### config.mk
export PLATFORM = sky130hd
export DESIGN_NAME = bdbrk_top
export DESIGN_NICKNAME = d
export VERILOG_FILES = /design/src/design/bdbrk_pkg.sv /design/src/design/bdbrk_cmp.sv /design/src/design/bdbrk_fwdec.sv /design/src/design/bdbrk_top.sv
export SDC_FILE = /design/constraint.sdc
export NUM_CORES = 1
export LEC_CHECK = 0
export ABC_AREA = 0
export BUFFER_PORTS_ARGS = -buffer_cell sky130_fd_sc_hd__buf_2
export CAP_MARGIN = 10
export CORE_MARGIN = 8
export CORE_UTILIZATION = 45
export DETAILED_ROUTE_END_ITERATION = 8
export HOLD_SLACK_MARGIN = 0.1
export PLACE_DENSITY = 0.69
export SLEW_MARGIN = 20
export SYNTH_ARGS = -nofsm -noshare
export SYNTH_HDL_FRONTEND = slang
export SYNTH_SLANG_ARGS = --single-unit
### constraint.sdc
create_clock -name sys_clk -period 2.7 [get_ports sys_clk]
set_input_delay 0.135 -clock sys_clk [delete_from_list [all_inputs] [get_ports sys_clk]]
set_output_delay 0.135 -clock sys_clk [all_outputs]
set_load 0.005 [all_outputs]
### src/design/bdbrk_pkg.sv
// Shared constants for the background debug and breakpoint block
package bdbrk_pkg;
   // ======================================================
   // Debug register map, active while background is mapped
   localparam logic [15:0] DBG_INSTR_OFS = 16'hFF00;
   localparam logic [15:0] DBG_STATUS_OFS = 16'hFF01;
   localparam logic [15:0] DBG_SHIFT_HI_OFS = 16'hFF02;
   localparam logic [15:0] DBG_SHIFT_LO_OFS = 16'hFF03;
   localparam logic [15:0] DBG_PTR_HI_OFS = 16'hFF04;
   localparam logic [15:0] DBG_PTR_LO_OFS = 16'hFF05;
   localparam logic [15:0] DBG_CCR_OFS = 16'hFF06;
   // ======================================================
   // Breakpoint register map, always mapped
   localparam logic [15:0] BRK_CTL0_OFS = 16'h0020;
   localparam logic [15:0] BRK_CTL1_OFS = 16'h0021;
   localparam logic [15:0] BRK_ADDR_HI_OFS = 16'h0022;
   localparam logic [15:0] BRK_ADDR_LO_OFS = 16'h0023;
   localparam logic [15:0] BRK_DATA_HI_OFS = 16'h0024;
   localparam logic [15:0] BRK_DATA_LO_OFS = 16'h0025;
   // ======================================================
   // Command byte fields
   localparam int CMD_HW_BIT = 7;
   localparam int CMD_RD_BIT = 5;
   localparam int CMD_GO_MSB = 4;
   localparam int CMD_GO_LSB = 3;
   localparam int CMD_REG_MSB = 2;
   localparam int CMD_REG_LSB = 0;
   localparam logic [2:0] REG_SEL_NEXT = 3'h2;
   localparam logic [2:0] REG_SEL_PC = 3'h3;
   // ======================================================
   // Status register bit positions
   localparam int ST_PERMIT_BIT = 7;
   localparam int ST_ACTIVE_BIT = 6;
   localparam int ST_TAG_BIT = 5;
   localparam int ST_SDV_BIT = 4;
   localparam int ST_TRACE_BIT = 3;
   // ======================================================
   // Control register bit positions
   localparam int C0_MODE_HI_BIT = 7;
   localparam int C0_MODE_LO_BIT = 6;
   localparam int C0_PROG_BIT = 5;
   localparam int C0_RANGE1_BIT = 1;
   localparam int C0_RANGE0_BIT = 0;
   localparam int C1_DBE_BIT = 6;
   localparam int C1_MBH_BIT = 5;
   localparam int C1_MBL_BIT = 4;
   localparam int C1_DIR1_EN_BIT = 3;
   localparam int C1_DIR1_VAL_BIT = 2;
   localparam int C1_DIR0_EN_BIT = 1;
   localparam int C1_DIR0_VAL_BIT = 0;
   // ======================================================
   // Reset values
   localparam logic [7:0] BYTE_RST = 8'h00;
   localparam logic [15:0] WORD_RST = 16'h0000;

   typedef enum logic [1:0] {
      GO_NONE,
      GO_RESUME,
      GO_STEP,
      GO_TAG
   } bdbrk_go_t;

   typedef enum logic [1:0] {
      BRK_OFF,
      BRK_SWI_DUAL,
      BRK_FULL,
      BRK_DBG_DUAL
   } bdbrk_mode_t;
endpackage : bdbrk_pkg

### src/design/bdbrk_cmp.sv
// One breakpoint comparator: two byte compares plus direction qualifier
`timescale 1ns/1ps
`default_nettype none
module bdbrk_cmp (
   input wire logic [15:0] ref_val,
   input wire logic [15:0] cmp_val,
   input wire logic use_hi,
   input wire logic use_lo,
   input wire logic dir_en,
   input wire logic dir_val,
   input wire logic bus_rnw,
   output logic match
);
   wire logic hi_ok;
   wire logic lo_ok;
   wire logic dir_ok;

   assign hi_ok = !use_hi || (cmp_val[15:8] == ref_val[15:8]);
   assign lo_ok = !use_lo || (cmp_val[7:0] == ref_val[7:0]);
   assign dir_ok = !dir_en || (bus_rnw == dir_val);
   assign match = hi_ok && lo_ok && dir_ok;
endmodule : bdbrk_cmp
`default_nettype wire

### src/design/bdbrk_fwdec.sv
// Decoder for the firmware form of the debug command byte
`timescale 1ns/1ps
`default_nettype none
module bdbrk_fwdec (
   input wire logic [7:0] cmd,
   output logic is_fw,
   output bdbrk_pkg::bdbrk_go_t go_sel,
   output logic sel_next,
   output logic sel_pc,
   output logic is_read
);
   import bdbrk_pkg::*;

   assign is_fw = !cmd[CMD_HW_BIT];
   assign go_sel = bdbrk_go_t'(cmd[CMD_GO_MSB:CMD_GO_LSB]);
   assign sel_next = cmd[CMD_REG_MSB:CMD_REG_LSB] == REG_SEL_NEXT;
   assign sel_pc = cmd[CMD_REG_MSB:CMD_REG_LSB] == REG_SEL_PC;
   assign is_read = cmd[CMD_RD_BIT];
endmodule : bdbrk_fwdec
`default_nettype wire

### src/design/bdbrk_top.sv
// Background debug registers, firmware command handling, breakpoints
//
// Overview of operation
// - Go field: 00 none, 01 resume, 10 single step, 11 tag and resume.
// - Register field 010: X+=2 then transfer; 011: program counter.
// - Permit clear blocks background entry; hardware commands still work.
// - Active flag set while waiting for serial commands, else clear.
// - Tag-and-resume sets tagging flag; entry clears it; no commands then.
// - Shift-valid flag shows the shift register holds valid data.
// - Single-step command sets the trace flag.
// - 16-bit shift register, always readable and writable, also scratch.
// - 16-bit pointer, always readable, loaded only by debug hardware.
// - Entry saves condition codes in a holding register, also writable.
// - Mode select: off, dual SOFTWARE_INTERRUPT, single full debug, dual debug.
// - No breakpoint match while background mode is active.
// - SOFTWARE_INTERRUPT dual: fetch only, no direction or byte masks, only SOFTWARE_INTERRUPT source.
// - Dual modes: data enable arms second address compare on data regs.
// - Full mode ignores second range, direction value and enable.
// - Full mode data enable and byte masks only when program-only clear.
// - Dual debug: no byte masks; direction ignored when program-only set.
// - Program-only clear breaks at boundary; set tags the executed opcode.
// - Program-only set: data cycles never break; no meaning in SOFTWARE_INTERRUPT mode.
// - Second range bit includes low data-register byte in dual compare.
// - First range bit includes low address-register byte in compare.
// - Break address and data registers cleared by power-on reset only.
`timescale 1ns/1ps
`default_nettype none
module bdbrk_top (
   input wire logic sys_clk,
   input wire logic nrst,
   input wire logic por_n,
   input wire logic [15:0] reg_addr,
   input wire logic reg_wr,
   input wire logic reg_rd,
   input wire logic [7:0] reg_wdata,
   output logic [7:0] reg_rdata,
   input wire logic bd_map,
   input wire logic ser_cmd_valid,
   input wire logic [7:0] ser_cmd,
   input wire logic ser_shift_valid,
   input wire logic [15:0] ser_shift_data,
   input wire logic ser_addr_valid,
   input wire logic [15:0] ser_addr_data,
   input wire logic bg_enter_req,
   input wire logic [7:0] core_ccr,
   input wire logic core_step_done,
   input wire logic bus_valid,
   input wire logic [15:0] bus_addr,
   input wire logic [15:0] bus_data,
   input wire logic bus_rnw,
   input wire logic bus_fetch,
   output logic debug_active,
   output logic tagging_on,
   output logic resume_pulse,
   output logic step_pulse,
   output logic fw_next_pulse,
   output logic fw_pc_pulse,
   output logic fw_dir_read,
   output logic [7:0] ccr_restore,
   output logic brk_req,
   output logic brk_tag,
   output logic swi_tag
);
   import bdbrk_pkg::*;

   function automatic logic hit(input logic [15:0] a, input logic [15:0] ofs);
      hit = (a == ofs);
   endfunction : hit

   // ======================================================
   // State
   logic [7:0] instr_r;
   logic permit_r;
   logic active_r;
   logic tag_r;
   logic sdv_r;
   logic trace_r;
   logic [15:0] shift_r;
   logic [15:0] ptr_r;
   logic [7:0] ccr_r;
   logic [7:0] ctl0_r;
   logic [7:0] ctl1_r;
   logic [15:0] brk_addr_r;
   logic [15:0] brk_data_r;

   // ======================================================
   // Command decode
   wire logic is_fw;
   bdbrk_go_t go_sel;
   wire logic sel_next;
   wire logic sel_pc;
   wire logic is_read;

   bdbrk_fwdec u_fwdec (
      .cmd(ser_cmd),
      .is_fw(is_fw),
      .go_sel(go_sel),
      .sel_next(sel_next),
      .sel_pc(sel_pc),
      .is_read(is_read)
   );

   // Tagging locks out all serial commands; shift and pointer loads still pass
   wire logic cmd_take = ser_cmd_valid && !tag_r;
   // Firmware runs only from the debug ROM, so it needs active mode
   wire logic fw_take = cmd_take && is_fw && active_r;
   wire logic go_resume = fw_take && (go_sel == GO_RESUME);
   wire logic go_step = fw_take && (go_sel == GO_STEP);
   wire logic go_tag = fw_take && (go_sel == GO_TAG);
   wire logic leave = go_resume || go_step || go_tag;
   wire logic step_back = trace_r && core_step_done && !active_r;
   wire logic enter = (bg_enter_req || step_back) && permit_r &&
                      !active_r;

   // ======================================================
   // Register decode
   wire logic dbg_vis = active_r || bd_map;
   wire logic wr_instr = reg_wr && dbg_vis && hit(reg_addr, DBG_INSTR_OFS);
   wire logic wr_stat = reg_wr && dbg_vis && hit(reg_addr, DBG_STATUS_OFS);
   wire logic wr_sh_hi = reg_wr && dbg_vis &&
                         hit(reg_addr, DBG_SHIFT_HI_OFS);
   wire logic wr_sh_lo = reg_wr && dbg_vis &&
                         hit(reg_addr, DBG_SHIFT_LO_OFS);
   wire logic wr_ccr = reg_wr && dbg_vis && hit(reg_addr, DBG_CCR_OFS);
   wire logic rd_sh_lo = reg_rd && dbg_vis &&
                         hit(reg_addr, DBG_SHIFT_LO_OFS);
   wire logic wr_c0 = reg_wr && hit(reg_addr, BRK_CTL0_OFS);
   wire logic wr_c1 = reg_wr && hit(reg_addr, BRK_CTL1_OFS);
   wire logic wr_ah = reg_wr && hit(reg_addr, BRK_ADDR_HI_OFS);
   wire logic wr_al = reg_wr && hit(reg_addr, BRK_ADDR_LO_OFS);
   wire logic wr_dh = reg_wr && hit(reg_addr, BRK_DATA_HI_OFS);
   wire logic wr_dl = reg_wr && hit(reg_addr, BRK_DATA_LO_OFS);

   wire logic [7:0] status_val = {permit_r, active_r, tag_r, sdv_r, trace_r,
                                  3'h0};

   logic [7:0] rd_mux;
   always_comb begin
      rd_mux = BYTE_RST;
      if (dbg_vis && hit(reg_addr, DBG_INSTR_OFS)) begin
         rd_mux = instr_r;
      end else if (dbg_vis && hit(reg_addr, DBG_STATUS_OFS)) begin
         rd_mux = status_val;
      end else if (dbg_vis && hit(reg_addr, DBG_SHIFT_HI_OFS)) begin
         rd_mux = shift_r[15:8];
      end else if (dbg_vis && hit(reg_addr, DBG_SHIFT_LO_OFS)) begin
         rd_mux = shift_r[7:0];
      end else if (dbg_vis && hit(reg_addr, DBG_PTR_HI_OFS)) begin
         rd_mux = ptr_r[15:8];
      end else if (dbg_vis && hit(reg_addr, DBG_PTR_LO_OFS)) begin
         rd_mux = ptr_r[7:0];
      end else if (dbg_vis && hit(reg_addr, DBG_CCR_OFS)) begin
         rd_mux = ccr_r;
      end else if (hit(reg_addr, BRK_CTL0_OFS)) begin
         rd_mux = ctl0_r;
      end else if (hit(reg_addr, BRK_CTL1_OFS)) begin
         rd_mux = ctl1_r;
      end else if (hit(reg_addr, BRK_ADDR_HI_OFS)) begin
         rd_mux = brk_addr_r[15:8];
      end else if (hit(reg_addr, BRK_ADDR_LO_OFS)) begin
         rd_mux = brk_addr_r[7:0];
      end else if (hit(reg_addr, BRK_DATA_HI_OFS)) begin
         rd_mux = brk_data_r[15:8];
      end else if (hit(reg_addr, BRK_DATA_LO_OFS)) begin
         rd_mux = brk_data_r[7:0];
      end
   end

   // ======================================================
   // Next values of the debug state
   wire logic active_nxt = enter ? 1'b1 : (leave ? 1'b0 : active_r);
   // Entry wins over a tag-and-resume in the same cycle
   wire logic tag_nxt = enter ? 1'b0 : (go_tag ? 1'b1 : tag_r);
   wire logic trace_nxt = go_step ? 1'b1 :
                          ((go_resume || go_tag) ? 1'b0 : trace_r);
   // Hardware set beats the firmware consume
   wire logic sdv_nxt = ser_shift_valid ? 1'b1 :
                        (rd_sh_lo || wr_sh_lo ? 1'b0 : sdv_r);
   wire logic [15:0] shift_nxt = ser_shift_valid ? ser_shift_data :
                                 {wr_sh_hi ? reg_wdata : shift_r[15:8],
                                  wr_sh_lo ? reg_wdata : shift_r[7:0]};
   wire logic [7:0] ccr_nxt = enter ? core_ccr :
                              (wr_ccr ? reg_wdata : ccr_r);
   wire logic [7:0] instr_nxt = cmd_take ? ser_cmd :
                                (wr_instr ? reg_wdata : instr_r);

   always_ff @(posedge sys_clk or negedge nrst) begin
      if (!nrst) begin
         instr_r <= BYTE_RST;
         permit_r <= 1'b0;
         active_r <= 1'b0;
         tag_r <= 1'b0;
         sdv_r <= 1'b0;
         trace_r <= 1'b0;
         shift_r <= WORD_RST;
         ptr_r <= WORD_RST;
         ccr_r <= BYTE_RST;
      end else begin
         instr_r <= instr_nxt;
         permit_r <= wr_stat ? reg_wdata[ST_PERMIT_BIT] : permit_r;
         active_r <= active_nxt;
         tag_r <= tag_nxt;
         sdv_r <= sdv_nxt;
         trace_r <= trace_nxt;
         shift_r <= shift_nxt;
         // No software path into the pointer
         ptr_r <= ser_addr_valid ? ser_addr_data : ptr_r;
         ccr_r <= ccr_nxt;
      end
   end

   // ======================================================
   // Breakpoint registers; address and data survive normal resets
   always_ff @(posedge sys_clk or negedge nrst) begin
      if (!nrst) begin
         ctl0_r <= BYTE_RST;
         ctl1_r <= BYTE_RST;
      end else begin
         ctl0_r <= wr_c0 ? reg_wdata : ctl0_r;
         ctl1_r <= wr_c1 ? reg_wdata : ctl1_r;
      end
   end

   always_ff @(posedge sys_clk or negedge por_n) begin
      if (!por_n) begin
         brk_addr_r <= WORD_RST;
         brk_data_r <= WORD_RST;
      end else begin
         brk_addr_r <= {wr_ah ? reg_wdata : brk_addr_r[15:8],
                        wr_al ? reg_wdata : brk_addr_r[7:0]};
         brk_data_r <= {wr_dh ? reg_wdata : brk_data_r[15:8],
                        wr_dl ? reg_wdata : brk_data_r[7:0]};
      end
   end

   // ======================================================
   // Breakpoint compare
   bdbrk_mode_t mode;
   assign mode = bdbrk_mode_t'({ctl0_r[C0_MODE_HI_BIT],
                               ctl0_r[C0_MODE_LO_BIT]});
   wire logic pm = ctl0_r[C0_PROG_BIT];
   wire logic dbe = ctl1_r[C1_DBE_BIT];
   wire logic is_swi = mode == BRK_SWI_DUAL;
   wire logic is_full = mode == BRK_FULL;
   wire logic is_dual = is_swi || (mode == BRK_DBG_DUAL);
   // SOFTWARE_INTERRUPT mode is always a fetch breakpoint, program-only meaningless there
   wire logic fetch_only = is_swi || pm;
   // Direction only counts off SOFTWARE_INTERRUPT mode and without program-only
   wire logic dir_ok = !is_swi && !pm;
   wire logic full_data = is_full && dbe && !pm;

   wire logic bp0_hit;
   wire logic bp1_hit;

   bdbrk_cmp u_bp0 (
      .ref_val(brk_addr_r),
      .cmp_val(bus_addr),
      .use_hi(1'b1),
      .use_lo(ctl0_r[C0_RANGE0_BIT]),
      .dir_en(dir_ok && ctl1_r[C1_DIR0_EN_BIT]),
      .dir_val(ctl1_r[C1_DIR0_VAL_BIT]),
      .bus_rnw(bus_rnw),
      .match(bp0_hit)
   );

   // Second unit: address compare in dual modes, data compare in full mode
   bdbrk_cmp u_bp1 (
      .ref_val(brk_data_r),
      .cmp_val(is_dual ? bus_addr : bus_data),
      .use_hi(is_dual || !ctl1_r[C1_MBH_BIT]),
      .use_lo(is_dual ? ctl0_r[C0_RANGE1_BIT] :
              !ctl1_r[C1_MBL_BIT]),
      .dir_en(is_dual && dir_ok && ctl1_r[C1_DIR1_EN_BIT]),
      .dir_val(ctl1_r[C1_DIR1_VAL_BIT]),
      .bus_rnw(bus_rnw),
      .match(bp1_hit)
   );

   // Compared on every bus cycle (fetches only in SOFTWARE_INTERRUPT mode or with program-only), never while background is active
   wire logic cyc_ok = bus_valid && !active_r &&
                       (!fetch_only || bus_fetch);
   wire logic dual_hit = bp0_hit || (dbe && bp1_hit);
   wire logic full_hit = bp0_hit && (!full_data || bp1_hit);
   wire logic any_hit = cyc_ok &&
                        (is_full ? full_hit : (is_dual && dual_hit));

   // ======================================================
   // Registered outputs
   always_ff @(posedge sys_clk or negedge nrst) begin
      if (!nrst) begin
         reg_rdata <= BYTE_RST;
         debug_active <= 1'b0;
         tagging_on <= 1'b0;
         resume_pulse <= 1'b0;
         step_pulse <= 1'b0;
         fw_next_pulse <= 1'b0;
         fw_pc_pulse <= 1'b0;
         fw_dir_read <= 1'b0;
         ccr_restore <= BYTE_RST;
         brk_req <= 1'b0;
         brk_tag <= 1'b0;
         swi_tag <= 1'b0;
      end else begin
         reg_rdata <= reg_rd ? rd_mux : reg_rdata;
         debug_active <= active_nxt;
         tagging_on <= tag_nxt;
         resume_pulse <= go_resume || go_tag;
         step_pulse <= go_step;
         fw_next_pulse <= fw_take && sel_next;
         fw_pc_pulse <= fw_take && sel_pc;
         fw_dir_read <= fw_take ? is_read : fw_dir_read;
         ccr_restore <= ccr_nxt;
         // Immediate break at the next instruction boundary
         brk_req <= any_hit && !is_swi && !pm;
         // Tag rides the queue; breaks only if the opcode executes
         brk_tag <= any_hit && !is_swi && pm;
         swi_tag <= any_hit && is_swi;
      end
   end
endmodule : bdbrk_top
`default_nettype wire

==> impl_metrics.yaml, run 1 <==
outcome:
  status: "finished, final reports clean"
global_route:
  grt_pass1_vias: 6153
  overflow: 0
  grt_max_degree: 86
  grt.total_usage_pct: 23.5
  antenna_found_initial: 0
  grt_pass1_wl_um: 33300
worst_setup_path:
  critPathLaunch: "ctl0_r[6]"
  start_kind: "flip-flop"
  path_class: "flip-flop to flip-flop"
  r2r-start: "ctl0_r[6]"
  crit_path_end_kind: "flip-flop"
  arrival_ns: 2.67
  crit_fanout: 16
  worstPathRequired_ns: 3.00
clock_network:
  cts-root-buf: "clkbuf_16"
  htreeDepth: 4
  clock_path_buffers: 2
  cts_tree: "yes"
  post_cts_resized: 0
  clkTransAtPathRegs_ns: 0.06
  clkLatencyLatePin_ns: 0.42
  numCtsBuffers: 17
  cts_hold_buf: 54
  cts_sinks: 117
  cts_setup_buffers: 0
synth:
  synth_common_cells: "dfrtp_1 (117), mux2_2 (69), mux2i_1 (58)"
  ys_top_cells_by_area: "dfrtp_1 (45%), mux2_2 (12%), mux2i_1 (8.9%)"
  synth_edf_count: 0
  synth_nets: 727
  netlist_area_um2: 6500
  synth_cells: 609
  ys_ff_latch: 117
  seq_area_frac_synth_pct: 45.1
  synthArstFlopShare_pct: 100
  synthDistinctLibCells: 64
  synth_top_cell_by_area: "dfrtp_1"
  yosysWarnings: 0
  synth_top_area_share_pct: 45.1
  syn_area_per_cell_um2: 10.7
  synth_most_common_cell: "dfrtp_1"
  synth_ff_type: "dfrtp_1"
drt:
  first_pass_iters: 9
  vias_per_cell: 5.85
  finalWirelength_um: 21600
  routedWlPerCell_um: 21.7
  ant_nets: 0
  drt_iter0_markers: 425
  drcViolationCount: 0
  vias: 5815
floorplanning:
  die_x_um: 136
  initial_core_util_pct: 45.4
  row_count: 44
  die_area_um2: 18500
  ios: 144
  core_area_um2: 14300
  die_y_um: 136
timing:
  period_needed_ns: 2.37
  hold_viol: 0
  rsz0062_at_grt: "false"
  setup_slack_ns: 0.334
  setup_viol: 0
  period_share_pct: 87.6
  fin_skew_ns: 0.0142
  slew-limit-headroom_pct: 46.2
  drv_slew: 0
  fmax_ghz: 0.423
  fin_tns_setup_ns: 0
  worst_slew_pin_slew_ns: 0.786
finish:
  area_delta_synth_final_pct: 31.4
  register_area_um2: 2930
  diodes: 0
  drive_gt1_share_pct: 33.1
  fillers: 1201
  multi_input_area_um2: 3390
  nets: 916
placement:
  port_buffers: 143
  gp_congestion: 0.910
  pre_cts_ws_ns: 0.370
  hpwl_um: 15400
hold_path:
  hp-start: "reg_rd"
  hold_class: "primary input to flip-flop"
power:
  power-per-cell-area_nw_per_um2: 551
  seqPwrFrac_pct: 39.7
  p_leak_nw: 4.12
  internal-power_w: 0.00360
  switchingPower_w: 0.00110
  ir_drop_uv: 458
  p_clk_share_pct: 50.3
  p_sw_share_pct: 23.4
  comb_power_share_pct: 10.0
run:
  max_cap_viol_count: 0
-- worst max-delay path, stage by stage, from the launching register on --
cell and delay (ns):
dfrtp_1 0.54, buf_12 0.22, mux2i_1 0.24, xnor2_1 0.09, nor4_1 0.34, a21oi_1 0.19, o31a_1 0.36, nor4_1 0.28
-- flip-flops by register name, summed over array words and instances (netlist names), 8 cells and up --
register	cells
brk_addr_r	16
brk_data_r	16
ptr_r	16
shift_r	16
ccr_restore	8
ctl0_r	8
ctl1_r	8
instr_r	8
reg_rdata	8
-- worst paths after layout --
path / endpoint / slack (ns) / cells past startpoint
worst max-delay path: brk_tag / 0.33 / 7
worst min-delay path: reg_rdata[1] / 0.16 / 3
worst max register to register: brk_tag / 0.33 / 7
worst min register to register: ctl0_r[2] / 0.51 / 1
max in group asynchronous: ptr_r[10] / 1.82 / 2
min in group asynchronous: brk_data_r[7] / 0.32 / 2
-- through the flow --
step / utilization (%) / cell area, um^2 / power [W] / std cells / hold slack (ns)
6_report: 59.7 / 8540 / 0.00470 / 994 / 0.160
5_1_grt: 59.7 / 8540 / 0.00485 / 994 / 0.165
4_1_cts: 59.6 / 8540 / 0.00471 / 994 / 0.138
3_5_place_dp: 51.5 / 7370 / 0.00229 / 909 / 0.231
2_1_floorplan: - / 6500 / 0.00207 / 609 / -0.161
3_3_place_gp: 51.5 / 7370 / 0.00228 / 909 / 0.216
-- layer usage --
metal | global-route usage, % | routed length [um] | vias up | part of all wire, %
li1 | - | - | 2622 | -
met1 | 29.1 | 8850 | 2833 | 41
met2 | 37.2 | 10300 | 297 | 47
met3 | 5.99 | 1750 | 63 | 8.1
met4 | 12.1 | 757 | 0 | 3.5
met5 | 0 | 0 | - | 0
-- power by group through the flow --
| stage | Clock (W) | Sequential (W) | Combinational [W] |
|---|---|---|---|
| 5_1_grt | 0.00247 | 0.00187 | 0.000509 |
| 4_1_cts | 0.00239 | 0.00186 | 0.000463 |
| 6_report | 0.00237 | 0.00187 | 0.000470 |
| 3_5_place_dp | 0 | 0.00189 | 0.000403 |
| 2_1_floorplan | 0 | 0.00187 | 0.000203 |
| 3_3_place_gp | 0 | 0.00189 | 0.000388 |
-- cells by family (layout without fill, tap and decap cells) --
| kind of cell | after synthesis | count (layout) | synth area share, % |
|---|---|---|---|
| simple gates | 156 | 156 | 13.5 |
| buf+inv | 42 | 243 | 2.81 |
| flops | 117 | 117 | 45.1 |
| xor+xnor | 34 | 34 | 4.58 |
| mux | 127 | 127 | 20.9 |
| compound gates | 133 | 133 | 13.1 |
-- placed cells by master (no fill, tap or decap), drive strengths merged, types with 3 or more instances in the layout --
| cell | n |
|---|---|
| xnor2 | 33 |
| and3b | 3 |
| nand3 | 13 |
| bufinv | 3 |
| a221oi | 3 |
| a32oi | 3 |
| dlygate4sd3 | 54 |
| nor2b | 6 |
| o22ai | 7 |
| a21oi | 21 |
| a22oi | 7 |
| nor3b | 3 |
| nand2b | 5 |
| nand4 | 8 |
| a31oi | 4 |
| nor2 | 25 |
| dfrtp | 117 |
| buf | 153 |
| clkbuf | 24 |
| and2 | 3 |
| nor4 | 8 |
| inv | 5 |
| nand2 | 55 |
| o21ai | 53 |
| o221ai | 5 |
| a22o | 6 |
| mux2i | 58 |
| mux2 | 69 |
| nor3 | 14 |
-- layout make-up --
cell class	count	share of cell area (%)
Timing Repair Buffer	207	15.8
Tap cell	184	2.70
Inverter	5	0.220
Sequential cell	117	34.3
Clock buffer	24	5.88
Clock inverter	7	1.39
Multi-Input combinational cell	450	39.7
Note: power is estimated with default switching activity, not from simulation.
==> inputs of run 2 (changes only) <==
ABC_CLOCK_PERIOD_IN_PS = 2700   (was default)
RECOVER_POWER = 100   (was default)
==> impl_metrics.yaml, run 2 (same netlist as run 1, synthesis figures left out) <==
clock_network:
  clock_path_buffers: 2
  cts-root-buf: "clkbuf_16"
  cts_tree: "yes"
  cts_sinks: 117
  clkLatencyLatePin_ns: 0.42
  cts_hold_buf: 54
  cts_setup_buffers: 0
  post_cts_resized: 0
  clkTransAtPathRegs_ns: 0.06
  htreeDepth: 4
  numCtsBuffers: 17
worst_setup_path:
  crit_slowest_cell: "dfrtp_1"
  start_kind: "flip-flop"
  cpMostUsedCell: "nor4_1"
  path_delay_family: "simple AND/OR/NAND/NOR gates"
  worstSetupPathDepth: 7
  reg2reg_depth: 7
  worstPathRequired_ns: 3.01
  crit_path_end_kind: "flip-flop"
  crit_chain: "buf_12 > mux2i_1 > xnor2_1 > nor4_1 > a21oi_1 > o31a_1 > nor4_1"
  r2r-start: "ctl0_r[6]"
  arrival_ns: 2.67
  critPathBufInv: 1
  path_class: "flip-flop to flip-flop"
  crit_fanout: 16
  worstReg2RegEnd: "brk_tag"
  cpPeakStageDelay_ns: 0.54
  r2r_setup_slack_ns: 0.33
floorplanning:
  core_area_um2: 14300
  die_area_um2: 18500
  ios: 144
  initial_core_util_pct: 45.4
  row_count: 44
  die_y_um: 136
  die_x_um: 136
hold_path:
  hold_depth: 3
  hold_class: "primary input to flip-flop"
  hold_path_end: "permit_r"
  hp-start: "reg_wr"
drt:
  finalWirelength_um: 21700
  vias_per_cell: 5.90
  drt_iter0_markers: 509
  vias: 5864
  drcViolationCount: 0
  routedWlPerCell_um: 21.8
  first_pass_iters: 7
  ant_nets: 0
timing:
  slew-limit-headroom_pct: -44.0
  setup_slack_ns: 0.334
  period_needed_ns: 2.37
  setup_viol: 0
  drv_slew: 119
  rsz0062_at_grt: "false"
  fin_skew_ns: 0.0133
  fin_tns_setup_ns: 0
  hold_viol: 0
  worst_slew_pin_slew_ns: 2.16
  period_share_pct: 87.6
  fmax_ghz: 0.423
global_route:
  use_met3_pct: 5.99
  grt.total_usage_pct: 23.5
  grt_pass1_vias: 6153
  top_usage_layer: "met2"
  overflow: 0
  grtUsageMet1_pct: 29.1
  grt_pass1_wl_um: 33300
  use_met2_pct: 37.2
  antenna_found_initial: 0
  grt_max_degree: 86
outcome:
  status: "finished with violations"
  violations: "max-capacitance violations, max-slew violations"
finish:
  nets: 916
  area_delta_synth_final_pct: 30.2
  final_cells: 994
  layout_common_cells: "buf_2 (122), dfrtp_1 (117), mux2_2 (69), mux2i_1 (58), nand2_1 (55)"
  mostFrequentLayoutCell: "buf_2"
  diodes: 0
  drive_gt1_share_pct: 29.6
power:
  power-per-cell-area_nw_per_um2: 555
  power.total_w: 0.00469
  ir_drop_uv: 458
  p_leak_nw: 4.01
placement:
  hpwl_um: 15400
  gp_congestion: 0.910
  place_inst: 909
  port_buffers: 143
  pre_cts_ws_ns: 0.370
run:
  max_cap_viol_count: 2
[run 2: area by class of cell]
| type | instances | area (um^2) |
|---|---|---|
| clock buffers | 24 | 502 |
| repair buffers | 207 | 1310 |
| flip-flops and latches | 117 | 2930 |
| clock inverters | 7 | 119 |
| well taps | 184 | 230 |
| multi-input cells | 450 | 3350 |
| fillers | 1225 | 5860 |
| inverters | 5 | 18.8 |
[run 2: worst max path at each step]
| stage | startpoint | end | slack [ns] |
|---|---|---|---|
| 5_1_grt | ctl0_r[6] | brk_req | 0.14 |
| 2_1_floorplan | ctl0_r[6] | brk_req | 0.72 |
| 3_5_place_dp | reg_addr[4] | shift_r[14] | 0.37 |
| 6_report | ctl0_r[6] | brk_tag | 0.33 |
| 4_1_cts | ctl0_r[6] | brk_req | 0.36 |
| 3_3_place_gp | reg_addr[4] | reg_rdata[7] | 0.42 |
[run 2: worst reg2reg max path, cell delays in order (launching register included)]
cell     delay [ns]
dfrtp_1        0.54
buf_12         0.22
mux2i_1        0.24
xnor2_1        0.09
nor4_1         0.34
a21oi_1        0.19
o31a_1         0.36
nor4_1         0.28
[run 2: layer usage]
metal | vias to the layer above | part of all wire, %
li1 | 2638 | -
met1 | 2853 | 41
met2 | 306 | 47
met3 | 67 | 8.5
met4 | 0 | 3.5
met5 | - | 0
[run 2: where the power goes]
| part | total [W] | internal, W | leakage [nW] | switching, W |
|---|---|---|---|---|
| Sequential | 0.00187 | 0.00182 | 1.54 | 0.0000485 |
| Clock | 0.00236 | 0.00157 | 0.299 | 0.000796 |
| Combinational | 0.000464 | 0.000214 | 2.17 | 0.000250 |
[run 2: metrics by stage]
stage               instance area, um^2  hold WS [ns]  util (%)
floorplan                          6500        -0.161         -
global placement                   7370         0.216      51.5
detailed placement                 7370         0.231      51.5
CTS                                8540         0.138      59.6
global route                       8460         0.141      59.1
finish                             8460         0.140      59.1
==> inputs of run 3 (changes only) <==
ABC_CLOCK_PERIOD_IN_PS = 3070   (was 2700)
clock period = 3.07 ns   (was 2.7 ns; I/O delays follow)
==> impl_metrics.yaml, run 3 (same netlist as run 1, synthesis figures left out) <==
timing:
  drv_slew: 119
  rsz0062_at_grt: "false"
  fin_tns_setup_ns: 0
  period_share_pct: 86.5
  setup_viol: 0
  hold_viol: 0
  worst_slew_pin_slew_ns: 2.14
  fmax_ghz: 0.377
  slew-limit-headroom_pct: -42.7
  period_needed_ns: 2.66
  fin_skew_ns: 0.00555
hold_path:
  hold_path_end: "ptr_r[15]"
  hp-start: "ser_addr_valid"
  hold_depth: 3
  hold_class: "primary input to flip-flop"
outcome:
  violations: "max-capacitance violations, max-slew violations"
  status: "finished with violations"
drt:
  vias: 5773
  drt_iter0_markers: 414
  first_pass_iters: 5
  wl_met3_um: 1930
  routedWlPerCell_um: 21.3
  finalWirelength_um: 21100
  drcViolationCount: 0
  wl_met2_um: 9750
  vias_per_cell: 5.82
  wl_met1_um: 8800
  top_layer_used: "met4"
  ant_nets: 0
worst_setup_path:
  crit_fanout: 8
  arrival_ns: 2.94
  r2r_setup_slack_ns: 0.41
  r2r-start: "debug_active"
  worstReg2RegEnd: "shift_r[8]"
  worstPathRequired_ns: 3.35
  path_class: "flip-flop to flip-flop"
  start_kind: "flip-flop"
  reg2reg_depth: 6
  crit_path_end_kind: "flip-flop"
finish:
  mostFrequentLayoutCell: "buf_2"
  postLayoutCellArea_um2: 8320
  diodes: 0
  area_delta_synth_final_pct: 28.1
  drive_gt1_share_pct: 29.3
  nets: 914
  final_util_pct: 58.2
  final_cells: 992
  layout_common_cells: "buf_2 (121), dfrtp_1 (117), mux2_2 (69), mux2i_1 (58), dlygate4sd3_1 (55)"
floorplanning:
  ios: 144
  die_y_um: 136
  core_area_um2: 14300
  initial_core_util_pct: 45.4
  die_x_um: 136
  row_count: 44
  die_area_um2: 18500
clock_network:
  cts_setup_buffers: 0
  post_cts_resized: 0
  cts_hold_buf: 55
  htreeDepth: 4
  clkLatencyLatePin_ns: 0.42
  cts_sinks: 117
  clock_path_buffers: 2
  cts_tree: "yes"
  numCtsBuffers: 17
  cts-root-buf: "clkbuf_16"
  clkTransAtPathRegs_ns: 0.05
placement:
  hpwl_um: 15200
  placed_area_um2: 7340
  port_buffers: 143
  place_inst: 906
  gp_congestion: 0.933
power:
  ir_drop_uv: 363
  power-per-cell-area_nw_per_um2: 459
  power.total_w: 0.00382
  p_leak_nw: 3.93
run:
  max_cap_viol_count: 2
global_route:
  grt_pass1_wl_um: 32700
  grt_max_degree: 86
  antenna_found_initial: 0
  grt.total_usage_pct: 23.3
  overflow: 0
  grt_pass1_vias: 5979
==> run 3: cell types whose count changed in the layout (fill, tap and decap cells not counted), moves of 2 or more <==
cell | before | now
clkinv_2 | 1 | 7
bufinv_16 | 3 | 0
clkbuf_8 | 5 | 3
nand2_1 | 55 | 53
nand2_2 | 0 | 2
nor2_1 | 21 | 23
==> run 3: per-layer routing <==
metal	vias to the layer above	GRT usage [%]
li1	2629	-
met3	47	6.54
met4	0	9.70
met2	304	35.9
met1	2793	30.1
met5	-	0
==> run 3: worst max path at each step <==
stage                 start      endpoint  depth (start not counted)
2_1_floorplan     ctl0_r[6]       brk_req                          8
3_3_place_gp   debug_active  reg_rdata[1]                          6
3_5_place_dp   debug_active  reg_rdata[1]                          6
4_1_cts        debug_active  reg_rdata[1]                          6
5_1_grt        debug_active   shift_r[14]                          6
6_report       debug_active    shift_r[8]                          6
==> run 3: report_power, final <==
group | internal (W) | leakage, nW | switching (W) | total [W]
sequential | 0.00160 | 1.54 | 0.0000436 | 0.00164
combinational | 0.000187 | 2.13 | 0.000215 | 0.000401
clock | 0.00108 | 0.260 | 0.000704 | 0.00178
==> run 3: critical path, cell delays in order (launching register included) <==
cell and delay [ns]:
dfrtp_1 0.54, o211ai_1 0.19, or4_1 0.61, nor2_1 0.52, nand2_2 0.32, mux2i_1 0.25, o21ai_0 0.09
==> run 3: area by class of cell <==
type / instances / area [um^2]
Multi-Input combinational cell: 450 / 3330
Tap cell: 184 / 230
Timing Repair Buffer: 205 / 1290
Sequential cell: 117 / 2930
Fill cell: 1225 / 5990
Clock inverter: 10 / 57.6
Inverter: 5 / 18.8
Clock buffer: 21 / 470
==> run 3: through the flow <==
| stage | hold slack, ns | setup slack, ns |
|---|---|---|
| floorplan | -0.142 | 1.09 |
| global placement | 0.235 | 0.488 |
| detailed placement | 0.253 | 0.501 |
| CTS | 0.171 | 0.491 |
| global route | 0.180 | 0.229 |
| finish | 0.165 | 0.415 |
